===== config.mk =====
export PLATFORM = sky130hd
export DESIGN_NAME = cam_top
export DESIGN_NICKNAME = d
export VERILOG_FILES = /design/src/include/cam_pkg.sv /design/src/verilog/cam_top.sv
export SDC_FILE = /design/constraint.sdc
export NUM_CORES = 1
export LEC_CHECK = 0
export ABC_AREA = 1
export ABC_CLOCK_PERIOD_IN_PS = 6600
export BUFFER_PORTS_ARGS = -buffer_cell sky130_fd_sc_hd__buf_2
export CORE_MARGIN = 5
export CORE_UTILIZATION = 55
export CTS_CLUSTER_SIZE = 10
export DETAILED_ROUTE_END_ITERATION = 10
export GPL_ROUTABILITY_DRIVEN = 0
export PLACE_DENSITY = 0.78
export SLEW_MARGIN = 20
export SYNTH_ARGS = -nofsm -noshare
export SYNTH_HDL_FRONTEND = slang
export SYNTH_SLANG_ARGS = --single-unit

===== constraint.sdc =====
create_clock -name pclk -period 6.6 [get_ports pclk]
set_input_delay 0.66 -clock pclk [delete_from_list [all_inputs] [get_ports pclk]]
set_output_delay 0.66 -clock pclk [all_outputs]
set_load 0.02 [all_outputs]

===== src/include/cam_pkg.sv =====
// Shared constants and types for the charge accumulation and power mode block.
// Assumes a 10 MHz pclk and an APB register port with 32-bit data.
`default_nettype none

package cam_pkg;

  // ---------------------------------------------------------------
  // Clock and timing
  // ---------------------------------------------------------------
  localparam int unsigned CLK_MHZ = 10;
  localparam int unsigned HALF_SEC_MS = 500;
  localparam int unsigned HALF_SEC_CYCLES_DEF = HALF_SEC_MS * 1000 * CLK_MHZ;
  localparam int unsigned SHELF_DELAY_US = 100;
  localparam int unsigned WAKE_DELAY_US = 100;
  localparam int unsigned SHELF_DELAY_CYCLES = SHELF_DELAY_US * CLK_MHZ;
  localparam int unsigned WAKE_DELAY_CYCLES = WAKE_DELAY_US * CLK_MHZ;

  // ---------------------------------------------------------------
  // Register byte offsets
  // ---------------------------------------------------------------
  localparam logic [11:0] OFS_ACC_CTRL = 12'h000;
  localparam logic [11:0] OFS_CONV_CFG = 12'h004;
  localparam logic [11:0] OFS_OP_MODE = 12'h008;
  localparam logic [11:0] OFS_TRIP_CTRL = 12'h00C;
  localparam logic [11:0] OFS_STATUS = 12'h010;
  localparam logic [11:0] OFS_CHG_ACC = 12'h014;
  localparam logic [11:0] OFS_DIS_ACC = 12'h018;
  localparam logic [11:0] OFS_CHG_TIME = 12'h01C;
  localparam logic [11:0] OFS_DIS_TIME = 12'h020;
  localparam logic [11:0] OFS_TEMP_ACC = 12'h024;
  localparam logic [11:0] OFS_CELL2_ACC = 12'h028;
  localparam logic [11:0] OFS_TEMP_TIME = 12'h02C;
  localparam logic [11:0] OFS_CELL2_TIME = 12'h030;
  localparam logic [9:0] LAST_INDEX = 10'h00C;

  // ---------------------------------------------------------------
  // Field positions and reset values
  // ---------------------------------------------------------------
  localparam int ACC_EN_BIT = 0;
  localparam int ACC_TEMP_BIT = 1;
  localparam int ACC_VOLT_BIT = 2;
  localparam int ACC_TSEL_BIT = 3;
  localparam int CFG_SAMP_BIT = 0;
  localparam int CFG_DIV_LSB = 1;
  localparam int OPM_SLEEP_SAMPLE_BIT_BIT = 0;
  localparam int OPM_DIV_LSB = 1;
  localparam logic [3:0] ACC_CTRL_RST = 4'h0;
  localparam logic [3:0] CONV_CFG_RST = 4'h0;
  localparam logic [2:0] SLEEP_DIV_RST = 3'h0;
  localparam logic [5:0] TRIP_CTRL_RST = 6'h00;

  // ---------------------------------------------------------------
  // Types
  // ---------------------------------------------------------------
  typedef enum logic [2:0] {
    CAM_OFF = 3'b000,
    CAM_RUN = 3'b001,
    CAM_SAMPLE = 3'b010,
    CAM_SSLEEP = 3'b011,
    CAM_SHELF = 3'b100
  } cam_mode_t;

  // Sign-magnitude conversion results from the converter
  typedef struct packed {
    logic [15:0] current;
    logic [15:0] internal_temp_result;
    logic [15:0] external_temp_result;
    logic [15:0] second_cell_result;
  } cam_results_t;

  // Analog comparator outputs, synchronous to pclk
  typedef struct packed {
    logic pack_above_por;
    logic first_cell_below_trip;
    logic second_cell_below_trip;
    logic charge_above_trip;
    logic current_below_low_trip;
    logic pack_above_sleep_trip;
    logic pack_below_pack_trip;
  } cam_trips_t;

  // Trip control fields
  typedef struct packed {
    logic shelf_entry_enable;
    logic pack_wake_enable;
    logic low_current_entry_enable;
    logic charge_wake_enable;
    logic second_cell_entry_enable;
    logic first_cell_entry_enable;
  } cam_trip_ctrl_t;

endpackage : cam_pkg

`default_nettype wire


===== src/verilog/cam_top.sv =====
// Charge/discharge accumulation, general accumulators and power mode sequencing.
// Assumes all inputs except presetn are synchronous to pclk; converter and comparators sit outside.
//
// The placing of the registers and register access over APB are this design's own decisions.
`default_nettype none

module cam_top
  import cam_pkg::*;
#(
  parameter int unsigned HALF_SEC_CYCLES = cam_pkg::HALF_SEC_CYCLES_DEF
)(
  input wire logic pclk, // Primary clock, 10 MHz
  input wire logic presetn, // Asynchronous reset, active low
  input wire logic ce, // Clock enable, freezes all state when low
  input wire logic psel, // APB select
  input wire logic penable, // APB enable
  input wire logic pwrite, // APB direction
  input wire logic [11:0] paddr, // APB byte address
  input wire logic [31:0] pwdata, // APB write data
  output logic [31:0] prdata, // APB read data
  output logic pready, // APB ready
  output logic pslverr, // APB error on unmapped address
  input wire cam_pkg::cam_results_t results, // Latest conversion results
  input wire cam_pkg::cam_trips_t trips, // Comparator levels
  input wire logic conv_done, // Conversion set finished, one-cycle pulse
  input wire logic rc_half_tick, // Half-second tick of the sleep RC oscillator
  input wire logic scl_in, // Two-wire clock line level
  input wire logic sda_in, // Two-wire data line level
  output logic conv_start, // Start one conversion set, one-cycle pulse
  output logic analog_on, // Analog circuitry powered
  output logic temp_select_ext, // Temperature source for the converter
  output cam_pkg::cam_mode_t mode // Current power mode
);

  // ---------------------------------------------------------------
  // Functions
  // ---------------------------------------------------------------

  // Zero-extended magnitude of a sign-magnitude result
  function automatic logic [31:0] magnitude(input logic [15:0] r);
    magnitude = {17'h00000, r[14:0]};
  endfunction : magnitude

  // Number of half-second ticks for a divider exponent
  function automatic logic [14:0] interval_len(input logic [3:0] e);
    interval_len = 15'h0001 << e;
  endfunction : interval_len

  // ---------------------------------------------------------------
  // State
  // ---------------------------------------------------------------
  logic [3:0] acc_ctrl_q;
  logic [3:0] conv_cfg_q;
  logic [2:0] sleep_div_q;
  logic sleep_q;
  cam_trip_ctrl_t trip_ctrl_q;
  cam_mode_t mode_q;
  cam_mode_t mode_d;
  logic shelf_q;
  logic [15:0] line_cnt_q;
  logic [22:0] half_cnt_q;
  logic [14:0] int_cnt_q;
  logic pending_q;
  logic busy_q;
  logic [31:0] chg_acc_q;
  logic [31:0] dis_acc_q;
  logic [31:0] chg_time_q;
  logic [31:0] dis_time_q;
  logic [31:0] temp_acc_q;
  logic [31:0] cell2_acc_q;
  logic [31:0] temp_time_q;
  logic [31:0] cell2_time_q;
  logic [31:0] prdata_q;
  logic pready_q;
  logic pslverr_q;
  logic conv_start_q;
  logic analog_on_q;

  // ---------------------------------------------------------------
  // APB decode
  // ---------------------------------------------------------------

  // Access phase answered one cycle after it begins
  wire access_first = psel & penable & ~pready_q;
  wire access_done = psel & penable & pready_q;
  wire [9:0] reg_index = paddr[11:2];
  wire addr_ok = (paddr[1:0] == 2'b00) && (reg_index <= LAST_INDEX);
  wire bus_live = (mode_q != CAM_SHELF);
  wire wr_fire = access_done & pwrite & bus_live & addr_ok;
  wire wr_acc = wr_fire && (paddr == OFS_ACC_CTRL);
  wire wr_cfg = wr_fire && (paddr == OFS_CONV_CFG);
  wire wr_opm = wr_fire && (paddr == OFS_OP_MODE);
  wire wr_trip = wr_fire && (paddr == OFS_TRIP_CTRL);

  // Read words by index
  wire [31:0] rd_words [0:12];
  assign rd_words[0] = {28'h0000000, acc_ctrl_q};
  assign rd_words[1] = {28'h0000000, conv_cfg_q};
  assign rd_words[2] = {28'h0000000, sleep_div_q, sleep_q};
  assign rd_words[3] = {26'h0000000, trip_ctrl_q};
  assign rd_words[4] = {27'h0000000, busy_q, 1'b0, mode_q};
  assign rd_words[5] = chg_acc_q;
  assign rd_words[6] = dis_acc_q;
  assign rd_words[7] = chg_time_q;
  assign rd_words[8] = dis_time_q;
  assign rd_words[9] = temp_acc_q;
  assign rd_words[10] = cell2_acc_q;
  assign rd_words[11] = temp_time_q;
  assign rd_words[12] = cell2_time_q;
  wire [31:0] rd_value = (addr_ok && bus_live) ? rd_words[reg_index[3:0]] : 32'h00000000;

  // ---------------------------------------------------------------
  // Control fields
  // ---------------------------------------------------------------
  wire acc_en = acc_ctrl_q[ACC_EN_BIT];
  wire temp_en = acc_ctrl_q[ACC_TEMP_BIT];
  wire volt_en = acc_ctrl_q[ACC_VOLT_BIT];
  wire tsel_ext = acc_ctrl_q[ACC_TSEL_BIT];
  wire samp_bit = conv_cfg_q[CFG_SAMP_BIT];
  wire [2:0] samp_div = conv_cfg_q[CFG_DIV_LSB +: 3];

  // ---------------------------------------------------------------
  // Sample-sleep entry and wake
  // ---------------------------------------------------------------

  // Charge wake condition blocks cell-trip entry
  wire charge_wake = trip_ctrl_q.charge_wake_enable & trips.charge_above_trip;
  wire pack_wake = trip_ctrl_q.pack_wake_enable & trips.pack_above_sleep_trip;
  wire cell_trip = (trip_ctrl_q.first_cell_entry_enable & trips.first_cell_below_trip)
                 | (trip_ctrl_q.second_cell_entry_enable & trips.second_cell_below_trip);
  wire cell_entry = cell_trip & ~charge_wake;
  wire low_cur_entry = trip_ctrl_q.low_current_entry_enable & trips.current_below_low_trip;
  wire awake_mode = (mode_q == CAM_RUN) || (mode_q == CAM_SAMPLE);
  wire sleep_entry = awake_mode & (cell_entry | low_cur_entry);
  wire sleep_wake = sleep_q & (mode_q == CAM_SSLEEP) & (charge_wake | pack_wake);

  // Hardware wake clears, hardware entry sets over a host clear, else host write
  wire sleep_d = sleep_wake ? 1'b0
               : sleep_entry ? 1'b1
               : wr_opm ? pwdata[OPM_SLEEP_SAMPLE_BIT_BIT]
               : sleep_q;

  // ---------------------------------------------------------------
  // Shelf-sleep arming and bus-line watch
  // ---------------------------------------------------------------
  wire shelf_armed = trip_ctrl_q.shelf_entry_enable | trips.pack_below_pack_trip;
  wire lines_low = ~scl_in & ~sda_in;
  wire lines_high = scl_in & sda_in;
  wire line_hit = shelf_q ? lines_high : (lines_low & shelf_armed & (mode_q != CAM_OFF));
  wire [15:0] line_goal = shelf_q ? 16'(WAKE_DELAY_CYCLES - 1) : 16'(SHELF_DELAY_CYCLES - 1);
  wire line_expired = line_hit && (line_cnt_q == line_goal);

  // ---------------------------------------------------------------
  // Mode selection
  // ---------------------------------------------------------------

  // Shelf over sample-sleep over sample over run
  assign mode_d = ~trips.pack_above_por ? CAM_OFF
                : shelf_q ? CAM_SHELF
                : sleep_q ? CAM_SSLEEP
                : samp_bit ? CAM_SAMPLE
                : CAM_RUN;

  // ---------------------------------------------------------------
  // Interval timing
  // ---------------------------------------------------------------

  // Sleep intervals run on the RC tick, sample intervals on the primary tick
  wire half_tick = (half_cnt_q == 23'(HALF_SEC_CYCLES - 1));
  wire in_sample = (mode_q == CAM_SAMPLE);
  wire in_sleep = (mode_q == CAM_SSLEEP);
  wire interval_tick = in_sleep ? rc_half_tick : (in_sample & half_tick);
  wire [3:0] interval_exp = in_sleep ? ({1'b0, samp_div} + {1'b0, sleep_div_q}) : {1'b0, samp_div};
  wire [14:0] interval_goal = interval_len(interval_exp) - 15'h0001;
  wire interval_fire = interval_tick && (int_cnt_q == interval_goal);
  wire mode_change = (mode_d != mode_q);

  // Run starts back to back; sample modes start when the interval ends
  wire start_now = ~busy_q & ~mode_change & ((mode_q == CAM_RUN)
                 | ((in_sample | in_sleep) & (pending_q | interval_fire)));

  // ---------------------------------------------------------------
  // Accumulation decode
  // ---------------------------------------------------------------
  wire update = conv_done & busy_q & (mode_q != CAM_SHELF) & (mode_q != CAM_OFF);
  wire cur_charge = ~results.current[15];
  wire chg_upd = update & acc_en & cur_charge;
  wire dis_upd = update & acc_en & ~cur_charge;
  wire temp_upd = update & acc_en & temp_en;
  wire cell2_upd = update & acc_en & volt_en;
  wire [15:0] temp_src = tsel_ext ? results.external_temp_result : results.internal_temp_result;

  // ---------------------------------------------------------------
  // APB slave registers
  // ---------------------------------------------------------------

  // Ready, read data and error settle one cycle into the access phase
  always_ff @(posedge pclk or negedge presetn)
  begin
    if (!presetn)
    begin
      pready_q <= 1'b0;
      prdata_q <= 32'h00000000;
      pslverr_q <= 1'b0;
    end
    else if (ce)
    begin
      pready_q <= access_first;
      prdata_q <= access_first ? rd_value : 32'h00000000;
      pslverr_q <= access_first & ~addr_ok;
    end
  end

  // Software-written control registers
  always_ff @(posedge pclk or negedge presetn)
  begin
    if (!presetn)
    begin
      acc_ctrl_q <= ACC_CTRL_RST;
      conv_cfg_q <= CONV_CFG_RST;
      sleep_div_q <= SLEEP_DIV_RST;
      trip_ctrl_q <= TRIP_CTRL_RST;
      sleep_q <= 1'b0;
    end
    else if (ce)
    begin
      if (wr_acc)
        acc_ctrl_q <= pwdata[3:0];
      if (wr_cfg)
        conv_cfg_q <= pwdata[3:0];
      if (wr_opm)
        sleep_div_q <= pwdata[OPM_DIV_LSB +: 3];
      if (wr_trip)
        trip_ctrl_q <= pwdata[5:0];
      sleep_q <= sleep_d;
    end
  end

  // ---------------------------------------------------------------
  // Mode and shelf sequencing
  // ---------------------------------------------------------------

  // Line counter times both-low for entry and both-high for exit
  always_ff @(posedge pclk or negedge presetn)
  begin
    if (!presetn)
    begin
      mode_q <= CAM_OFF;
      shelf_q <= 1'b0;
      line_cnt_q <= 16'h0000;
    end
    else if (ce)
    begin
      mode_q <= mode_d;
      if (!trips.pack_above_por)
      begin
        shelf_q <= 1'b0;
        line_cnt_q <= 16'h0000;
      end
      else if (line_expired)
      begin
        shelf_q <= ~shelf_q;
        line_cnt_q <= 16'h0000;
      end
      else if (line_hit)
        line_cnt_q <= line_cnt_q + 16'h0001;
      else
        line_cnt_q <= 16'h0000;
    end
  end

  // Half-second base and interval counters
  always_ff @(posedge pclk or negedge presetn)
  begin
    if (!presetn)
    begin
      half_cnt_q <= 23'h000000;
      int_cnt_q <= 15'h0000;
      pending_q <= 1'b0;
    end
    else if (ce)
    begin
      half_cnt_q <= (half_tick || mode_change) ? 23'h000000 : half_cnt_q + 23'h000001;
      if (mode_change || interval_fire)
        int_cnt_q <= 15'h0000;
      else if (interval_tick)
        int_cnt_q <= int_cnt_q + 15'h0001;
      pending_q <= ~mode_change & ~start_now & (pending_q | interval_fire);
    end
  end

  // Conversion request and analog power
  always_ff @(posedge pclk or negedge presetn)
  begin
    if (!presetn)
    begin
      busy_q <= 1'b0;
      conv_start_q <= 1'b0;
      analog_on_q <= 1'b0;
    end
    else if (ce)
    begin
      conv_start_q <= start_now;
      if (start_now)
        busy_q <= 1'b1;
      else if (conv_done || mode_d == CAM_SHELF || mode_d == CAM_OFF)
        busy_q <= 1'b0;
      // Sleep keeps analog off except during its one set of conversions
      analog_on_q <= (mode_d == CAM_RUN) || (mode_d == CAM_SAMPLE)
                   || ((mode_d == CAM_SSLEEP) && (start_now || (busy_q && !conv_done)));
    end
  end

  // ---------------------------------------------------------------
  // Accumulators and elapsed time counters
  // ---------------------------------------------------------------

  // Charge and discharge; time counters add one per conversion update
  always_ff @(posedge pclk or negedge presetn)
  begin
    if (!presetn)
    begin
      chg_acc_q <= 32'h00000000;
      dis_acc_q <= 32'h00000000;
      chg_time_q <= 32'h00000000;
      dis_time_q <= 32'h00000000;
    end
    else if (ce)
    begin
      if (chg_upd)
        chg_acc_q <= chg_acc_q + magnitude(results.current);
      if (dis_upd)
        dis_acc_q <= dis_acc_q + magnitude(results.current);
      if (update && cur_charge)
        chg_time_q <= chg_time_q + 32'h00000001;
      if (update && !cur_charge)
        dis_time_q <= dis_time_q + 32'h00000001;
    end
  end

  // Temperature and second-cell accumulators with their timers
  always_ff @(posedge pclk or negedge presetn)
  begin
    if (!presetn)
    begin
      temp_acc_q <= 32'h00000000;
      cell2_acc_q <= 32'h00000000;
      temp_time_q <= 32'h00000000;
      cell2_time_q <= 32'h00000000;
    end
    else if (ce)
    begin
      if (temp_upd)
      begin
        temp_acc_q <= temp_acc_q + magnitude(temp_src);
        temp_time_q <= temp_time_q + 32'h00000001;
      end
      if (cell2_upd)
      begin
        cell2_acc_q <= cell2_acc_q + magnitude(results.second_cell_result);
        cell2_time_q <= cell2_time_q + 32'h00000001;
      end
    end
  end

  // ---------------------------------------------------------------
  // Outputs
  // ---------------------------------------------------------------
  assign prdata = prdata_q;
  assign pready = pready_q;
  assign pslverr = pslverr_q;
  assign conv_start = conv_start_q;
  assign analog_on = analog_on_q;
  assign temp_select_ext = acc_ctrl_q[ACC_TSEL_BIT];
  assign mode = mode_q;

endmodule : cam_top

`default_nettype wire


==> metrics <==
cells taking the most area after synthesis dfrtp_1 42%, nand2_1 10%, xor2_1 7.7%; Post CTS Setup Buffer Count 0; Max Cap Violations 0; cell count after placement 3,334; Gate power share 9.3%; Vias 19,930; Row Count 73; vias in the first global route 19,650; cell taking the most area after synthesis dfrtp_1; Switching Share 25.65%; CP arrival 4.32 ns; HP Class primary input to async pin; Max VDD drop 0.1678 mV; Clock Tree Buf Depth 3; Critical Path Most Common Cell nand2_1; Pint 3.675 mW; critical path's top delay family compound AO/OA/AOI/OAI gates; H-Tree Level Count 2; first-pass GRT wire length 100.4 mm; Mean Syn Cell Area 8.102 µm²; Seq/Total Area, Yosys 41.86%; switching power 1.268 mW; final hold vios 0; Synth Register Bits 370; YS warnings 0; Worst Skew 0.01752 ns; Final WS setup 2.717 ns; Finished Layout Cells 3,395; Critical Path Source acc_ctrl_q[3]$_DFFE_PN0P_; DR pass1 iterations 8; NumNets Final 3,056; CP endpoint kind flip-flop; Seq pwr share 47.0%; Max Fclk 257.5 MHz; crit path kind flip-flop to flip-flop; ys async rst share 100.0%; Critical Path Slowest Stage Cell dfrtp_1; post-layout min period 3.883 ns; worst r2r src acc_ctrl_q[3]$_DFFE_PN0P_; most frequent cells in the layout 599 x nand2_1, 370 x dfrtp_1, 303 x inv_1; DRT antenna net count 0; Pwr Density 201.4 nW/µm²; Synth Cell Area 22,120 µm²; Clock Power Share 43.8%; crit-path cells inv_1, nand2_1, nand2_1, ha_1, inv_1, fa_1, nand3b_1, nand2_1, a21oi_1, o21ai_0, a21oi_1, o21ai_0, a21boi_0, nor3_1, nand3_1, xor2_1; CTS Hold Bufs 0; CP max stage delay 0.43 ns; Clk Latency, worst-skew pair 0.57 ns; die area 44,330 µm²; required time of the worst setup path 7.04 ns; WHS 0.1379 ns; Static Leak 12.09 nW; DRT iter0 DRCs 1,735; Least-Margin Pin Slew 1.085 ns; RSZ-0062 raised after global routing no; Crit Path Max Fanout 15; GRT overflow 0; hpwl dp 45.81 mm; drc violations 0; Port Buf Inserts 135; Max Slew Vio Count 0; slew margin rel. 27.59%; Synth top area share 41.86%; largest net degree at the start of global routing 112; Final Cycle Share 58.84%; Die H 210.5 µm; GRT Total Usage 27.60%; commonest non-fill, non-tap cell in the layout nand2_1; antenna violations before repair 2; status completed; Main synth FF type dfrtp_1; wire length per cell 18.33 µm; WL final 62.24 mm; Buf/Inv on CP 2; # setup viols final 0; TNS Setup 0 ns; Vias/cell 5.872; Die W 210.5 µm; Unique masters post-synth 66; syn nets 2,931; pre-CTS WS 2.465 ns; Core ar. 39,730 µm²; layout cells sized above 1 10.08%; CTS buffer count 44; CTS tree yes; synthesis-to-layout area growth 10.95%; cts repair resizes 0; Post-synth EDFFs 0; Mapped Cells 2,730; Starting Density 55.67%; CP startpoint kind flip-flop; clk slew on worst S/H paths 0.06 ns; Root Driver clkbuf_16; I/O Pins 165; clk sinks 370
## through the flow
step           area, µm²  total power, mW  util, %
2_1_floorplan      22120            2.621        -
6_report           24540            4.943    61.76
3_3_place_gp       23320            2.799    58.69
5_1_grt            24540            5.106    61.76
3_5_place_dp       23320            2.812    58.69
4_1_cts            24530            4.955    61.74
## power by group through the flow
stage                     logic [mW]  registers [mW]  clock network, mW
after global placement         0.440            2.36                  0
after detailed placement       0.451            2.36                  0
final                          0.458            2.32               2.16
after CTS                      0.453            2.32               2.18
after global routing           0.508            2.32               2.28
after floorplan                0.268            2.35                  0
## final timing paths
check | endpoint | slack [ns] | cells after the start
setup / recovery | temp_acc_q[26]$_DFFE_PN0P_ | 2.72 | 16
hold reg to reg | chg_time_q[12]$_DFFE_PN0P_ | 0.47 | 1
setup reg to reg | temp_acc_q[26]$_DFFE_PN0P_ | 2.72 | 16
min in group pclk | rd_words[293]$_DFFE_PN0P_ | 0.34 | 2
hold / removal | int_cnt_q[5]$_DFFE_PN0P_ | 0.14 | 1
max in group asynchronous | temp_acc_q[27]$_DFFE_PN0P_ | 4.95 | 2
## state kept, by name (all words and copies together), names as in the netlist, 4 cells and up
name and flops:
acc_ctrl_q 4, cell2_acc_q 32, cell2_time_q 32, chg_acc_q 32
chg_time_q 32, conv_cfg_q 4, dis_acc_q 32, dis_time_q 32
half_cnt_q 23, int_cnt_q 15, line_cnt_q 16, prdata 32
rd_words 6, temp_acc_q 32, temp_time_q 32
## cells in the mapped netlist (all sizes together) (2+ instances only)
cell and n:
a211oi 8, a21boi 3, a21o 4, a21oi 80
a221oi 12, a22o 4, a22oi 3, a31oi 8
a32o 19, a41oi 2, buf 11, clkbuf 63
clkinv 2, dfrtp 370, fa 5, ha 71
inv 315, mux2 3, nand2 605, nand3 146
nand3b 10, nand4 47, nor2 250, nor3 83
nor3b 8, nor4 34, o2111ai 17, o21a 9
o21ai 159, o21bai 2, o221ai 21, o22ai 62
o311ai 15, o31ai 3, or2 15, or4 2
xnor2 55, xor2 195
## layer usage
layer / GRT usage (%) / up-vias / wire length (µm)
li1: - / 9383 / -
met1: 36.71 / 9503 / 25440
met2: 45.14 / 883 / 28980
met3: 5.090 / 165 / 5447
met4: 10.80 / 0 / 2370
met5: 0 / - / 0
## kinds of logic (layout without fill, tap and decap cells)
logic type | count (synthesis) | after routing | share of synthesized area (%)
muxes | 4 | 4 | 0.1980
adders and majority gates | 76 | 76 | 4.469
DFF | 370 | 370 | 41.86
other | 0 | 2 | 0
buffers and inverters | 391 | 529 | 6.726
xor gates and xnor gates | 250 | 250 | 9.899
AOI/OAI and AO/OA | 436 | 436 | 12.35
and+or+nand+nor | 1203 | 1203 | 24.50
## final cells by class
class,count,area [µm²]
diodes,2,5.005
clock buffers,55,1184
clock inverters,4,30.03
fillers,3381,15190
inverters,317,1192
multi-input cells,1969,11380
flip-flops and latches,370,9259
well taps,525,656.9
repair buffers,153,833.3
(Power assumes the default switching activity.)
